## config.mk

```make
export PLATFORM = sky130hd
export DESIGN_NAME = sensor_end_flat
export DESIGN_NICKNAME = d
export VERILOG_FILES = /design/src/design/temp_spi_pkg.sv /design/src/design/temp_spi_if.sv /design/src/design/sensor_end.sv /design/src/flat_wrapper.sv
export VERILOG_INCLUDE_DIRS = /design/src /design/src/design
export SDC_FILE = /design/constraint.sdc
export NUM_CORES = 1
export LEC_CHECK = 0
export ABC_CLOCK_PERIOD_IN_PS = 6700
export BUFFER_PORTS_ARGS = -buffer_cell sky130_fd_sc_hd__clkbuf_2
export CORE_MARGIN = 2
export CORE_UTILIZATION = 45
export CTS_CLUSTER_DIAMETER = 200
export DETAILED_ROUTE_END_ITERATION = 12
export HOLD_SLACK_MARGIN = 0.15
export PLACE_DENSITY = 0.59
export SLEW_MARGIN = 0
export SYNTH_ARGS = -nofsm -noshare
export SYNTH_HDL_FRONTEND = slang
export SYNTH_SLANG_ARGS = --single-unit
```

## constraint.sdc

```tcl
create_clock -name clk -period 6.7 [get_ports clk]
set_clock_uncertainty 0.15 [all_clocks]
set_input_delay 1.675 -clock clk [delete_from_list [all_inputs] [get_ports clk]]
set_output_delay 1.675 -clock clk [all_outputs]
set_load 0.05 [all_outputs]
```

## src/design/temp_spi_map.svh

```systemverilog
// offsets, field positions, reset values and timing counts of the setpoint port
`ifndef TEMP_SPI_MAP_SVH
`define TEMP_SPI_MAP_SVH
// sensor register addresses (command bits 5..3)
`define ADDR_STATUS 3'h0
`define ADDR_CONFIG 3'h1
`define ADDR_TEMP 3'h2
`define ADDR_IDENT 3'h3
`define ADDR_CRIT 3'h4
`define ADDR_HYST 3'h5
`define ADDR_UPPER 3'h6
`define ADDR_LOWER 3'h7
// power-on values
`define RST_CRIT 16'h4980
`define RST_HYST 4'h5
`define RST_UPPER 16'h2000
`define RST_LOWER 16'h0500
// command byte fields
`define CMD_LEAD_BIT 7
`define CMD_DIR_BIT 6
`define CMD_ADDR_HI 5
`define CMD_ADDR_LO 3
`define CMD_CONT_BIT 2
`define STREAM_CMD 8'h54
// serial framing
`define CMD_BITS 5'd8
`define NARROW_BITS 5'd8
`define WIDE_BITS 5'd16
`define GROUP_BITS 5'd16
`define ONES_RESET 6'd32
// one degree is 128 lsb of the temperature word
`define HYST_SHIFT 7
// controller register offsets
`define M_REG_CMD 3'h0
`define M_REG_TX 3'h1
`define M_REG_RX 3'h2
`define M_REG_STAT 3'h3
`define M_REG_SRST 3'h4
`define M_SKIP_BIT 8
// controller timing
`define SCLK_HALF 16'd8
`define CLK_MHZ 100
`define GUARD_US 500
`define GUARD_CYCLES (`GUARD_US * `CLK_MHZ)
`define SRST_BITS 6'd32
`endif

```

## src/design/temp_spi_pkg.sv

```systemverilog
// types shared by both ends of the setpoint port
`default_nettype none
`include "temp_spi_map.svh"
package temp_spi_pkg;
  // sensor framing states, gray along cmd -> wr -> rd -> done
  typedef enum logic [2:0] {
    st_cmd = 3'b000,
    st_wr = 3'b001,
    st_rd = 3'b011,
    st_done = 3'b010,
    st_stream = 3'b110
  } sensor_state_e;
  // controller states, gray along idle -> lead -> shift -> trail
  typedef enum logic [2:0] {
    m_idle = 3'b000,
    m_lead = 3'b001,
    m_shift = 3'b011,
    m_trail = 3'b010,
    m_guard = 3'b110
  } master_state_e;
  // sixteen-bit registers of the sensor
  function automatic logic reg_is_wide(input logic [2:0] addr);
    reg_is_wide = (addr == `ADDR_TEMP) || (addr == `ADDR_CRIT) ||
                  (addr == `ADDR_UPPER) || (addr == `ADDR_LOWER);
  endfunction
endpackage
`default_nettype wire

```

## src/design/temp_spi_if.sv

```systemverilog
// four-wire link between controller and sensor
`timescale 1ns/1ns
`default_nettype none
interface temp_spi_if;
  logic sclk; // serial clock, made by the controller
  logic cs_n; // chip select, active low
  logic mosi; // controller to sensor data
  logic miso; // sensor data output
  logic miso_oe_n; // sensor drives miso while low
  logic miso_line; // resolved wire, pulled up when released
  assign miso_line = miso_oe_n ? 1'b1 : miso;
  modport sensor(input sclk, input cs_n, input mosi, output miso, output miso_oe_n);
  modport master(output sclk, output cs_n, output mosi, input miso_line);
endinterface
`default_nettype wire

```

## src/design/sensor_end.sv

```systemverilog
// sensor end: serial slave, setpoint registers and limit comparators
// Notes on behaviour
// - identification is read-only: maker code, revision
// - critical limit at 0x04, reset 0x4980
// - hysteresis at 0x05, four bits, reset 5
// - hysteresis lowers upper/critical, raises lower release
// - above upper limit raises limit alert
// - below lower limit raises limit alert
// - sample input rising, change output falling
// - master opens with select low, command byte
// - master keeps command lead and low bits zero
// - command bit 6: one reads, zero writes
// - bits 5..3 address one register per transaction
// - command 0x54 streams temperature every 16 clocks
// - write data 8/16 bits loads addressed register
// - master starts fresh transaction per write
// - first read bit on first falling edge
// - master ends reads with select high
// - select falling edge launches stream msb
// - select tied low gives three-wire operation
// - master idles serial clock high
// - 32 ones reset interface and registers
// - master waits 500 us after serial reset
// - temperature word readable at 0x02
// - interrupt mode: any read clears limit alert
//
// The address-and-strobe port was chosen for this implementation.
`timescale 1ns/1ns
`default_nettype none
`include "temp_spi_map.svh"
module sensor_end
  import temp_spi_pkg::*;
#(
  parameter logic [4:0] MAKER_CODE = 5'h0a, // arbitrary value
  parameter logic [2:0] REVISION = 3'h1 // arbitrary value
) (
  input wire logic clk,
  input wire logic reset_n,
  temp_spi_if.sensor link,
  input wire logic [15:0] temperature_value,
  input wire logic interrupt_mode,
  output logic limit_alert,
  output logic critical_alert_pin,
  output logic interface_reset
);
  ////////////////////////////////////////////////////////////////////////////
  // pin synchronisers
  logic sclk_m, sclk_q, sclk_d; // serial clock: meta, stable, delayed
  logic cs_m, cs_q, cs_d; // chip select
  logic din_m, din_q; // serial input
  // the first stage of each chain feeds only its second stage
  always_ff @(posedge clk) begin
    if (!reset_n) begin
      {sclk_m, sclk_q, sclk_d} <= 3'h7;
      {cs_m, cs_q, cs_d} <= 3'h7;
      {din_m, din_q} <= 2'h0;
    end else begin
      sclk_m <= link.sclk;
      sclk_q <= sclk_m;
      sclk_d <= sclk_q;
      cs_m <= link.cs_n;
      cs_q <= cs_m;
      cs_d <= cs_q;
      din_m <= link.mosi;
      din_q <= din_m;
    end
  end
  // edges count only inside a frame; a grounded select keeps it open
  logic rise, fall, cs_fall;
  assign rise = sclk_q & ~sclk_d & ~cs_q;
  assign fall = ~sclk_q & sclk_d & ~cs_q;
  assign cs_fall = ~cs_q & cs_d;
  ////////////////////////////////////////////////////////////////////////////
  // serial reset detector
  logic [5:0] ones_reg; // consecutive ones seen on rising edges
  logic srst; // 32nd one in a row
  logic regs_init; // power-on or serial reset
  assign srst = rise & din_q & (ones_reg == `ONES_RESET - 6'd1);
  assign regs_init = ~reset_n | srst;
  always_ff @(posedge clk) begin
    if (regs_init) begin
      ones_reg <= 6'h0;
    end else if (rise) begin
      ones_reg <= din_q ? ones_reg + 6'd1 : 6'h0;
    end
  end
  // pulse to the user side, in the same cycle as the reset takes effect
  always_ff @(posedge clk) begin
    if (!reset_n) begin
      interface_reset <= 1'b0;
    end else begin
      interface_reset <= srst;
    end
  end
  ////////////////////////////////////////////////////////////////////////////
  // framing
  sensor_state_e state_reg; // where the frame stands
  logic [4:0] count_reg; // rising edges within the current field
  logic [2:0] addr_reg; // addressed register of this transaction
  logic [15:0] in_reg; // input shifter
  logic seen_rise_reg; // a rising edge happened since select fell
  logic [7:0] cmd_byte; // command as it completes
  logic [15:0] wdata; // write word as it completes
  logic [4:0] data_bits; // width of the addressed register
  logic cmd_end, wr_end, rd_end, group_end, read_taken;
  assign cmd_byte = {in_reg[6:0], din_q};
  assign wdata = {in_reg[14:0], din_q};
  assign data_bits = reg_is_wide(addr_reg) ? `WIDE_BITS : `NARROW_BITS;
  assign cmd_end = rise & (state_reg == st_cmd) & (count_reg == `CMD_BITS - 5'd1);
  assign wr_end = rise & (state_reg == st_wr) & (count_reg == data_bits - 5'd1);
  assign rd_end = rise & (state_reg == st_rd) & (count_reg == data_bits - 5'd1);
  assign group_end = rise & (state_reg == st_stream) & (count_reg == `GROUP_BITS - 5'd1);
  assign read_taken = cmd_end & cmd_byte[`CMD_DIR_BIT];
  // input shifter runs on every rising edge in a frame
  always_ff @(posedge clk) begin
    if (regs_init) begin
      in_reg <= 16'h0;
    end else if (rise) begin
      in_reg <= wdata;
    end
  end
  // state and bit count; select high closes any frame but the stream
  always_ff @(posedge clk) begin
    if (regs_init) begin
      state_reg <= st_cmd;
      count_reg <= 5'h0;
      addr_reg <= 3'h0;
      seen_rise_reg <= 1'b0;
    end else if (cs_q) begin
      count_reg <= 5'h0;
      seen_rise_reg <= 1'b0;
      if (state_reg != st_stream) begin
        state_reg <= st_cmd;
      end
    end else if (rise) begin
      seen_rise_reg <= 1'b1;
      unique case (state_reg)
        st_cmd: begin
          if (cmd_end) begin
            count_reg <= 5'h0;
            addr_reg <= cmd_byte[`CMD_ADDR_HI:`CMD_ADDR_LO];
            if (cmd_byte == `STREAM_CMD) begin
              state_reg <= st_stream;
            end else if (cmd_byte[`CMD_DIR_BIT]) begin
              state_reg <= st_rd;
            end else begin
              state_reg <= st_wr;
            end
          end else begin
            count_reg <= count_reg + 5'd1;
          end
        end
        st_wr, st_rd: begin
          // one register only; extra clocks fall into done
          if (wr_end | rd_end) begin
            state_reg <= st_done;
          end else begin
            count_reg <= count_reg + 5'd1;
          end
        end
        st_stream: begin
          count_reg <= group_end ? 5'h0 : count_reg + 5'd1;
        end
        st_done: begin
        end
        default: begin
          state_reg <= st_cmd;
        end
      endcase
    end
  end
  ////////////////////////////////////////////////////////////////////////////
  // setpoint registers
  logic [15:0] crit_reg; // critical limit
  logic [3:0] hyst_reg; // hysteresis in whole degrees
  logic [15:0] upper_reg; // upper limit
  logic [15:0] lower_reg; // lower limit
  // serial reset restores the same values as power-on
  always_ff @(posedge clk) begin
    if (regs_init) begin
      crit_reg <= `RST_CRIT;
      hyst_reg <= `RST_HYST;
      upper_reg <= `RST_UPPER;
      lower_reg <= `RST_LOWER;
    end else if (wr_end) begin
      unique case (addr_reg)
        `ADDR_CRIT: crit_reg <= wdata;
        `ADDR_HYST: hyst_reg <= wdata[3:0];
        `ADDR_UPPER: upper_reg <= wdata;
        `ADDR_LOWER: lower_reg <= wdata;
        default: begin
          // identification and absent registers keep their contents
        end
      endcase
    end
  end
  // read word, left aligned so eight-bit registers leave msb first
  function automatic logic [15:0] read_word(input logic [2:0] addr);
    unique case (addr)
      `ADDR_TEMP: read_word = temperature_value;
      `ADDR_IDENT: read_word = {MAKER_CODE, REVISION, 8'h00};
      `ADDR_CRIT: read_word = crit_reg;
      `ADDR_HYST: read_word = {4'h0, hyst_reg, 8'h00};
      `ADDR_UPPER: read_word = upper_reg;
      `ADDR_LOWER: read_word = lower_reg;
      default: read_word = 16'h0000;
    endcase
  endfunction
  ////////////////////////////////////////////////////////////////////////////
  // output shifter
  logic [15:0] out_reg; // bits still to be sent
  logic dout_reg; // level on the output pin
  // a falling edge before the first rising one in a frame is skipped, so a
  // master idling high and a frame-sync master both see the msb first
  always_ff @(posedge clk) begin
    if (regs_init) begin
      out_reg <= 16'h0;
      dout_reg <= 1'b0;
    end else if (cs_fall && state_reg == st_stream) begin
      dout_reg <= temperature_value[15];
      out_reg <= {temperature_value[14:0], 1'b0};
    end else if (read_taken) begin
      out_reg <= read_word(cmd_byte[`CMD_ADDR_HI:`CMD_ADDR_LO]);
    end else if (group_end) begin
      out_reg <= temperature_value;
    end else if (fall && seen_rise_reg) begin
      dout_reg <= out_reg[15];
      out_reg <= {out_reg[14:0], 1'b0};
    end
  end
  assign link.miso = dout_reg;
  assign link.miso_oe_n = cs_q; // released while deselected
  ////////////////////////////////////////////////////////////////////////////
  // limit comparators, 17-bit signed to keep the offsets from wrapping
  logic signed [16:0] t_s, up_s, lo_s, cr_s, h_s;
  assign t_s = {temperature_value[15], temperature_value};
  assign up_s = {upper_reg[15], upper_reg};
  assign lo_s = {lower_reg[15], lower_reg};
  assign cr_s = {crit_reg[15], crit_reg};
  assign h_s = {6'h00, hyst_reg, 7'h00};
  logic over, under, crit_over, over_clr, under_clr, crit_clr;
  assign over = t_s > up_s;
  assign under = t_s < lo_s;
  assign crit_over = t_s > cr_s;
  assign over_clr = t_s < (up_s - h_s);
  assign under_clr = t_s > (lo_s + h_s);
  assign crit_clr = t_s < (cr_s - h_s);
  logic high_reg, low_reg, crit_reg_state; // event states with hysteresis
  always_ff @(posedge clk) begin
    if (regs_init) begin
      high_reg <= 1'b0;
      low_reg <= 1'b0;
      crit_reg_state <= 1'b0;
    end else begin
      high_reg <= over | (high_reg & ~over_clr);
      low_reg <= under | (low_reg & ~under_clr);
      crit_reg_state <= crit_over | (crit_reg_state & ~crit_clr);
    end
  end
  // new event: limit crossed while its state was clear
  logic new_event;
  assign new_event = (over & ~high_reg) | (under & ~low_reg);
  // interrupt mode latches until a read; a fresh event beats the read
  always_ff @(posedge clk) begin
    if (regs_init) begin
      limit_alert <= 1'b0;
      critical_alert_pin <= 1'b0;
    end else begin
      critical_alert_pin <= crit_reg_state;
      if (!interrupt_mode) begin
        limit_alert <= high_reg | low_reg;
      end else if (new_event) begin
        limit_alert <= 1'b1;
      end else if (read_taken) begin
        limit_alert <= 1'b0;
      end
    end
  end
endmodule
`default_nettype wire

```

## src/flat_wrapper.sv

```systemverilog
// flat-port wrapper written by rule: the top's interface ports become plain ports
module sensor_end_flat import temp_spi_pkg::*;
#(
  parameter logic [4:0] MAKER_CODE = 5'h0a,                   
  parameter logic [2:0] REVISION = 3'h1                   
)
  (clk, reset_n, temperature_value, interrupt_mode, limit_alert, critical_alert_pin, interface_reset, link_sclk, link_cs_n, link_mosi, link_miso, link_miso_oe_n);
  temp_spi_if link_i ();
  input wire logic clk;
  input wire logic reset_n;
  input wire logic [15:0] temperature_value;
  input wire logic interrupt_mode;
  output logic limit_alert;
  output logic critical_alert_pin;
  output logic interface_reset;
  input wire logic [$bits(link_i.sclk)-1:0] link_sclk;
  input wire logic [$bits(link_i.cs_n)-1:0] link_cs_n;
  input wire logic [$bits(link_i.mosi)-1:0] link_mosi;
  output wire logic [$bits(link_i.miso)-1:0] link_miso;
  output wire logic [$bits(link_i.miso_oe_n)-1:0] link_miso_oe_n;
  assign link_i.sclk = link_sclk;
  assign link_i.cs_n = link_cs_n;
  assign link_i.mosi = link_mosi;
  assign link_miso = link_i.miso;
  assign link_miso_oe_n = link_i.miso_oe_n;
  sensor_end #(.MAKER_CODE(MAKER_CODE), .REVISION(REVISION)) u_core (.clk(clk), .reset_n(reset_n), .link(link_i), .temperature_value(temperature_value), .interrupt_mode(interrupt_mode), .limit_alert(limit_alert), .critical_alert_pin(critical_alert_pin), .interface_reset(interface_reset));
endmodule
```

Yosys cells after proc, flatten, opt, wreduce, memory -nomap -nowiden --
Cells that the tools add are included.
Word-level totals: bits of input ports 22, output and inout bits 5, flip-flop bits (word level) 116, word-level logic and storage cells 154
Cells by class: equality and inequality tests 29, reduce and logical (&&, ||, !) cells 23, magnitude comparators 6, bitwise gates (word level) 37, add/sub/neg operators 6, multiplexer cells 26
Operators by type and width (count):
- $pmux W16 S6 | 1
- $mux W16 | 4
- $lt A16 B17 Y1 | 2
- $sub A16 B12 Y17 | 2
- $gt A16 B16 Y1 | 2
- $eq A3 B3 Y1 const B | 9
- $and A1 B1 Y1 | 21
- $mux W5 | 4
- $mux W3 | 6
- $add A16 B12 Y17 | 1
- $gt A16 B17 Y1 | 1
- $lt A16 B16 Y1 | 1
- $eq A3 B2 Y1 const B | 5
- $pmux W5 S3 | 1
- $ne A3 B1 Y1 const B | 3
- $not A1 Y1 | 9
- $pmux W3 S3 | 1
- $eq A8 B7 Y1 const B | 1
- $ne A2 B2 Y1 const B | 4
- $reduce_and A2 Y1 | 4
- $reduce_or A2 Y1 | 4
- $mux W1 | 7
- $or A1 B1 Y1 | 7
- $add A6 B1 Y6 const B | 1
- 20 further kinds | 26

Logic depth before layout (Yosys ltp) --
Gate-level depths: netlist of run 1.
depth after elaboration 13, mapped depth 16, depth with buffers taken out 16

Worst setup path after synthesis of run 1 --
OpenSTA, ideal clock, no wires.
path kind register to register, start reg u_core.hyst_reg[1], end reg u_core.high_reg, path buffers 0, data arrival time 2.992 ns, data required time 6.418 ns, cell stages (with the launch flop) 14, path slack 3.426 ns, path through dfxtp_1 -> inv_1 -> ha_1 -> a21o_1 -> a21o_1 -> a211oi_1 -> nand3_1 -> xnor2_1 -> ha_1 -> a21o_1 -> a2111oi_0 -> nand3_1 -> o21ai_0 -> a21oi_1
Between the ends: cells in the longest elaborated chain, start to end 5
Ends and longest elaborated chain:
- start, declared | line sensor_end.sv:175 | logic [3:0] hyst_reg;
- start signal, assigned | line sensor_end.sv:182 | hyst_reg <= `RST_HYST;
- start signal, assigned | line sensor_end.sv:188 | `ADDR_HYST: hyst_reg <= wdata[3:0];
- $sub A16 B12 Y17 | line sensor_end.sv:245 | assign over_clr = t_s < (up_s - h_s);
- $lt A16 B17 Y1 | line sensor_end.sv:245
- $not A1 Y1 | line sensor_end.sv:255 | high_reg <= over | (high_reg & ~over_clr);
- $and A1 B1 Y1 | line sensor_end.sv:255
- $or A1 B1 Y1 | line sensor_end.sv:255
- end signal, assigned | line sensor_end.sv:255
- end, declared | line sensor_end.sv:248 | logic high_reg, low_reg, crit_reg_state;
Every way passes these cells. A chain may end at the register's enable or synchronous reset.

Worst setup path after layout of run 1 --
Ends and elaborated chain as after synthesis.

==> metrics.csv, run 1 <==
stage,metric,value,unit
power,combinational fraction of design power,7.0,%
floorplanning,num ports,27,
clock_tree,clock slew at reported path FFs,60,ps
floorplanning,DIE WIDTH,137,um
sta,slew of the pin with the lowest slew margin,1180,ps
synth,cell accounting for the most synthesized area,dfxtp_1,
global_routing,first-pass GRT wire length,37700,um
power,Sw Ratio,25.0,%
detailed_routing,via count,7153,
synth,Post-synth EDFFs,0,
critical_path,critical path endpoint category,flip-flop,
sta,Final WS setup,2750,ps
global_routing,Tot GR Track Use,26.7,%
synth,Post-synth top flop,dfxtp_1,
clock_tree,setup bufs post-CTS,0,
synth,"Warnings, synthesis",0,
place,dpl cell area,0.00816,mm2
critical_path,RR Startpoint,u_core.hyst_reg[1]$_SDFFE_PP0P_,
detailed_routing,detail-routed via count per cell,5.77,
power,P_sw,429,uW
detailed_routing,WL/cell,19.5,um
synth,#FFs+latches synth,116,
place,number of port buffers,26,
critical_path,crit path launch type,flip-flop,
detailed_routing,number of remaining DRC errors,0,
sta,final max-slew violation count,0,
clock_tree,clock root buffer,clkbuf_16,
min_path,min-delay src,u_core.cs_m$_SDFF_PN1_,
power,leakage power,3.32,nW
sta,Max Clk Rate,253,MHz
power,Worst VDD drop,0.151,mV
synth,Synth top area share,29.4,%
detailed_routing,ANT nets after route,0,
critical_path,CP arrival,4070,ps
outcome,outcome,completed,
sta,fin crit share,58.9,%
synth,Post-Synthesis Mean Instance Area,7.94,um2
floorplanning,die height,137,um
clock_tree,CTS Buffer Depth,2,
clock_tree,CTS buffer count,17,
floorplanning,Rows,48,
min_path,Hold Crit Class,reg2reg,
clock_tree,clk_lat worst skew,430,ps
sta,"Setup violations, final",0,
power,Flop pwr share,40.8,%
synth,Syn Std Cell Area,0.00791,mm2
clock_tree,CTS sink count,116,
power,Pwr Total,1.72,mW
sta,Slew headroom,20.5,%
synth,syn_nets,1114,
global_routing,vias in the first global route,6733,
detailed_routing,total wire length,24200,um
flow_run,Max-cap violations,0,
place,GPL Wtd Cong,1.03,
power,internal power,1.29,mW
global_routing,largest net degree at the start of global routing,43,
sta,RSZ-0062 raised after global routing,no,
sta,setup TNS,0,ps
place,DP HPWL,18100,um
synth,Area contributors post-synth,"dfxtp_1 29%, ha_1 15%, nand2_1 7.1%, a21oi_1 6.7%, nor2_1 3.7%",
finish,Layout fillers,1663,
sta,final hold violations,0,
critical_path,"Max FO, Critical Path",5,
floorplanning,core area,0.0172,mm2
floorplanning,die area,0.0186,mm2
detailed_routing,DR pass1 iterations,5,
critical_path,Worst Setup SP,u_core.hyst_reg[1]$_SDFFE_PP0P_,
sta,hold slack,256,ps
finish,fraction of layout cells with a size suffix above 1,8.08,%
clock_tree,CTS tree,done,
synth,post-synthesis sequential area ratio,29.4,%
critical_path,CP Data Required Time,6820,ps
place,Place WS,2860,ps
power,power density cells,197,mW/mm2
clock_tree,quantity of gates resized following cts,0,
synth,Syn Inst Count,996,
finish,post-route cell area,0.00872,mm2
floorplanning,initial core utilization,45.9,%
power,clock power share,52.2,%
clock_tree,CTS HTree Levels,4,
finish,diodes inserted,0,
finish,Layout Nets,1120,
critical_path,"Worst Path Class, Setup",reg2reg,
finish,area grow syn2layout,10.4,%
sta,post-layout minimum cycle time,3950,ps
clock_tree,"Hold-fix buffers, CTS",0,
global_routing,grt total ovfl,0,
detailed_routing,initial drt markers,482,
synth,asr flop ratio synth,0,%
synth,post-synth cell types,65,
global_routing,initial antenna violation count,0,
## kinds of logic after synthesis
family	Yosys count	share of synthesized area (%)
mux	28	4.05
fa+ha+maj	96	15.5
xor+xnor	23	2.64
flops	116	29.4
buf+inv	120	6.24
simple gates	355	21.7
compound gates	258	20.5
## cell type report
class                      count  area, um2  share of cell area [%]
multi-input combinational    760       5090                    58.4
sequential                   116       2320                    26.6
clock buffer                  20        437                    5.01
tap                          225        282                    3.23
inverter                      74        278                    3.18
timing repair buffer          33        183                    2.09
clock inverter                12        131                    1.51
## cell usage after synthesis (15+ instances only)
cell and instances:
nand2_1 149, dfxtp_1 116, a21oi_1 106, ha_1 93
nor2_1 77, inv_1 74, clkbuf_1 32, o21ai_0 28
nor3_1 25, mux2i_1 23, a21o_1 21, nand3_1 21
o22ai_1 21, a211oi_1 20, nand4_1 20, xnor2_1 19
o211ai_1 15
## routing by layer
metal / vias up / GRT usage, % / wire (um)
met5: - / 0 / 0
met3: 37 / 4.63 / 1180
met1: 3361 / 37.5 / 11800
met2: 201 / 40.9 / 10600
li1: 3554 / - / -
met4: 0 / 9.95 / 692
## per-stage QoR
stage	cells	util (%)
2_1_floorplan	996	-
3_3_place_gp	1208	47.3
3_5_place_dp	1208	47.3
4_1_cts	1240	50.6
5_1_grt	1240	50.6
6_report	1240	50.6
## power by group through the flow
stage	Clock [mW]	Sequential, mW	Combinational, mW
after floorplan	0	0.719	0.0699
after global placement	0	0.715	0.118
after detailed placement	0	0.715	0.118
after CTS	0.901	0.700	0.119
after global routing	0.932	0.701	0.134
final	0.896	0.700	0.120
## layout by cell type, fill, tap and decap left out, types with 23 or more instances in the layout
cell type and instances:
o21ai_0 28, clkbuf_2 26, nand2_1 149, inv_1 74
nor2_1 77, mux2i_1 23, nor3_1 25, ha_1 93
a21oi_1 106, dfxtp_1 116
## worst max-delay path, stage by stage (launching register included)
cell and delay, ps:
dfxtp_1 370, inv_1 150, ha_1 300, a21o_1 160, a21o_1 200, a211oi_1 530, nand3_1 160, xnor2_1 270
ha_1 300, a21o_1 180, a2111oi_0 590, nand3_1 130, o21ai_0 200, a21oi_1 80
## path summary, 6_finish.rpt
| path | end | slack, ps | cells after the start |
|---|---|---|---|
| worst max-delay path | u_core.high_reg$_SDFF_PP0_ | 2750 | 13 |
| worst min-delay path | u_core.link.miso_oe_n$_SDFF_PN1_ | 260 | 1 |
| worst max register to register | u_core.high_reg$_SDFF_PP0_ | 2750 | 13 |
| worst min register to register | u_core.link.miso_oe_n$_SDFF_PN1_ | 260 | 1 |
No activity file was read; power rests on OpenSTA's default activity.
==> run 2: changes to the inputs <==
ABC_AREA = 1   (was unset)
ABC_CLOCK_PERIOD_IN_PS = 3500   (was 6700)
PLACE_DENSITY = 0.61   (was 0.59)
clock period = 3.5 ns   (was 6.7 ns; I/O delays follow)
==> run 2 against run 1 <==
- core utilization up 0.42 points
- synthesized area up 3.5%
- final cell count up 19%
- clock-buffer cell count down 2
- global-route usage down 0.064 points
- setup slack worse by 2400 ps
- register-to-register slack worse by 2400 ps
- non-clock buffer count up 6
- die area up 3.4%
- first-iteration DRC count up 30%
- total power up 100%
- via count up 12%
- critical path type unchanged
==> metrics.csv, run 2 <==
stage,metric,value,unit
min_path,Hold Path Cell Cnt,1,
detailed_routing,ANT nets after route,0,
synth,Post-Synthesis Mean Instance Area,6.74,um2
power,power density cells,375,mW/mm2
detailed_routing,via count,7985,
min_path,hold endpoint,u_core.link.miso_oe_n$_SDFF_PN1_,
detailed_routing,Metal-1 WL,12000,um
synth,post-synth cell types,45,
clock_tree,CTS sink count,116,
detailed_routing,initial drt markers,629,
power,leakage power,3.98,nW
synth,syn_nets,1331,
flow_run,Max-cap violations,0,
clock_tree,clk_lat worst skew,420,ps
clock_tree,quantity of gates resized following cts,0,
critical_path,"Max FO, Critical Path",3,
min_path,Hold Crit Class,reg2reg,
outcome,outcome,completed,
critical_path,CP arrival,3320,ps
critical_path,critical path endpoint category,flip-flop,
min_path,min-delay src,u_core.cs_m$_SDFF_PN1_,
place,number of port buffers,26,
clock_tree,setup bufs post-CTS,0,
global_routing,largest net degree at the start of global routing,28,
sta,post-layout minimum cycle time,3160,ps
detailed_routing,Top Metal Used,met4,
floorplanning,initial core utilization,45.7,%
floorplanning,die height,139,um
global_routing,Tot GR Track Use,26.7,%
synth,"Warnings, synthesis",0,
detailed_routing,met2 WL,11300,um
clock_tree,clock root buffer,clkbuf_16,
synth,top-count cell post-synth,nand2_1,
detailed_routing,number of remaining DRC errors,0,
finish,Final Core Density,51.0,%
global_routing,initial antenna violation count,0,
floorplanning,core area,0.0179,mm2
floorplanning,num ports,27,
finish,post-route cell area,0.00914,mm2
synth,Post-synth top flop,dfxtp_1,
global_routing,first-pass GRT wire length,40500,um
clock_tree,CTS Buffer Depth,2,
critical_path,R2R cell count,19,
clock_tree,CTS tree,done,
sta,Slew headroom,44.5,%
place,dpl cell area,0.00851,mm2
synth,Area contributors post-synth,"dfxtp_1 28%, nand2_1 15%, ha_1 14%, a21oi_1 7.5%, inv_1 6.7%",
clock_tree,CTS buffer count,17,
finish,fraction of layout cells with a size suffix above 1,7.93,%
clock_tree,clock slew at reported path FFs,70,ps
floorplanning,Rows,49,
synth,Post-synth EDFFs,0,
detailed_routing,DR pass1 iterations,5,
clock_tree,"Hold-fix buffers, CTS",0,
synth,Syn Inst Count,1213,
synth,post-synthesis sequential area ratio,28.4,%
clock_tree,CTS HTree Levels,4,
critical_path,RR Startpoint,u_core.upper_reg[7]$_SDFFE_PP0P_,
finish,most frequent cells in the layout,"332 x nand2_1, 145 x inv_1, 123 x a21oi_1, 115 x dfxtp_1, 93 x ha_1",
detailed_routing,WL/cell,17.4,um
detailed_routing,met3 WL,1380,um
floorplanning,DIE WIDTH,139,um
sta,setup TNS,0,ps
critical_path,"Worst Path Class, Setup",reg2reg,
critical_path,CP Data Required Time,3650,ps
finish,diodes inserted,0,
floorplanning,die area,0.0193,mm2
detailed_routing,total wire length,25800,um
synth,#FFs+latches synth,116,
sta,RSZ-0062 raised after global routing,no,
sta,"Setup violations, final",0,
detailed_routing,detail-routed via count per cell,5.41,
place,GPL Wtd Cong,1.01,
finish,Layout Nets,1353,
synth,asr flop ratio synth,0,%
critical_path,crit path launch type,flip-flop,
sta,final max-slew violation count,0,
finish,"commonest non-fill, non-tap cell in the layout",nand2_1,
critical_path,FF-to-FF End,u_core.high_reg$_SDFF_PP0_,
synth,"top cells by count, synth","332 x nand2_1, 145 x inv_1, 123 x a21oi_1, 116 x dfxtp_1, 93 x ha_1",
sta,fin crit share,90.4,%
global_routing,vias in the first global route,7522,
global_routing,grt total ovfl,0,
synth,Synth top area share,28.4,%
synth,Syn Std Cell Area,0.00818,mm2
power,Worst VDD drop,0.344,mV
synth,cell accounting for the most synthesized area,dfxtp_1,
sta,Max Clk Rate,316,MHz
sta,final hold violations,0,
critical_path,FF-to-FF setup slack,340,ps
sta,slew of the pin with the lowest slew margin,830,ps
finish,area grow syn2layout,11.7,%
place,DP HPWL,19500,um
run 2: through the flow:
step,setup slack [ps],hold WS [ps],power (mW),instances
detailed placement,199,253,1.63,1445
CTS,182,268,3.44,1477
floorplan,544,240,1.53,1213
global placement,238,245,1.63,1445
finish,337,264,3.43,1477
global route,42.3,280,3.54,1477
run 2: cells by family after synthesis:
logic type	Yosys count	share of synthesized area [%]
AO/OA/AOI/OAI	257	17.2
AND/OR/NAND/NOR	535	27.9
buffers and inverters	189	9.39
XOR/XNOR	20	2.14
adder cells (fa/ha/maj)	96	15.0
flip-flops	116	28.4
run 2: per-layer routing:
| metal | GRT usage [%] | vias to the layer above |
|---|---|---|
| li1 | - | 4066 |
| met1 | 36.5 | 3635 |
| met2 | 41.2 | 235 |
| met3 | 4.39 | 49 |
| met4 | 12.3 | 0 |
| met5 | 0 | - |
run 2: final cells by class:
class                   instances  area, um2
clock buffers                  18        439
clock inverters                14        178
fillers                      1838       8760
inverters                     153        574
multi-input cells             908       5110
flip-flops and latches        116       2320
well taps                     229        287
repair buffers                 39        228
run 2: worst max-delay path by stage:
stage / from / slack (ps) / endpoint / depth (start not counted)
after floorplan: u_core.hyst_reg[0]$_SDFFE_PP1P_ / 540 / u_core.high_reg$_SDFF_PP0_ / 18
after global placement: u_core.hyst_reg[0]$_SDFFE_PP1P_ / 240 / u_core.high_reg$_SDFF_PP0_ / 18
after detailed placement: u_core.hyst_reg[0]$_SDFFE_PP1P_ / 200 / u_core.high_reg$_SDFF_PP0_ / 18
after CTS: u_core.hyst_reg[0]$_SDFFE_PP1P_ / 180 / u_core.high_reg$_SDFF_PP0_ / 18
after global routing: u_core.upper_reg[7]$_SDFFE_PP0P_ / 40 / u_core.high_reg$_SDFF_PP0_ / 19
final: u_core.upper_reg[7]$_SDFFE_PP0P_ / 340 / u_core.high_reg$_SDFF_PP0_ / 19
run 2: power breakdown:
group	internal, mW	switching [mW]	leakage [nW]
clock network	1.15	0.680	0.294
logic	0.0841	0.174	2.75
registers	1.33	0.00928	0.937
run 2: worst max-delay path, cell delays in order, from the launching register on:
cell and delay, ps:
dfxtp_1 310, inv_1 100, ha_1 170, inv_1 70
fa_1 390, and3_1 170, a211oi_2 220, nand3_1 150
nor3_1 200, xor2_1 100, ha_1 280, nand2_1 50
inv_1 60, nand3_1 90, nor2_1 160, nand4_1 120
nand3_1 110, nand2_1 50, nand3_1 60, a21oi_1 60
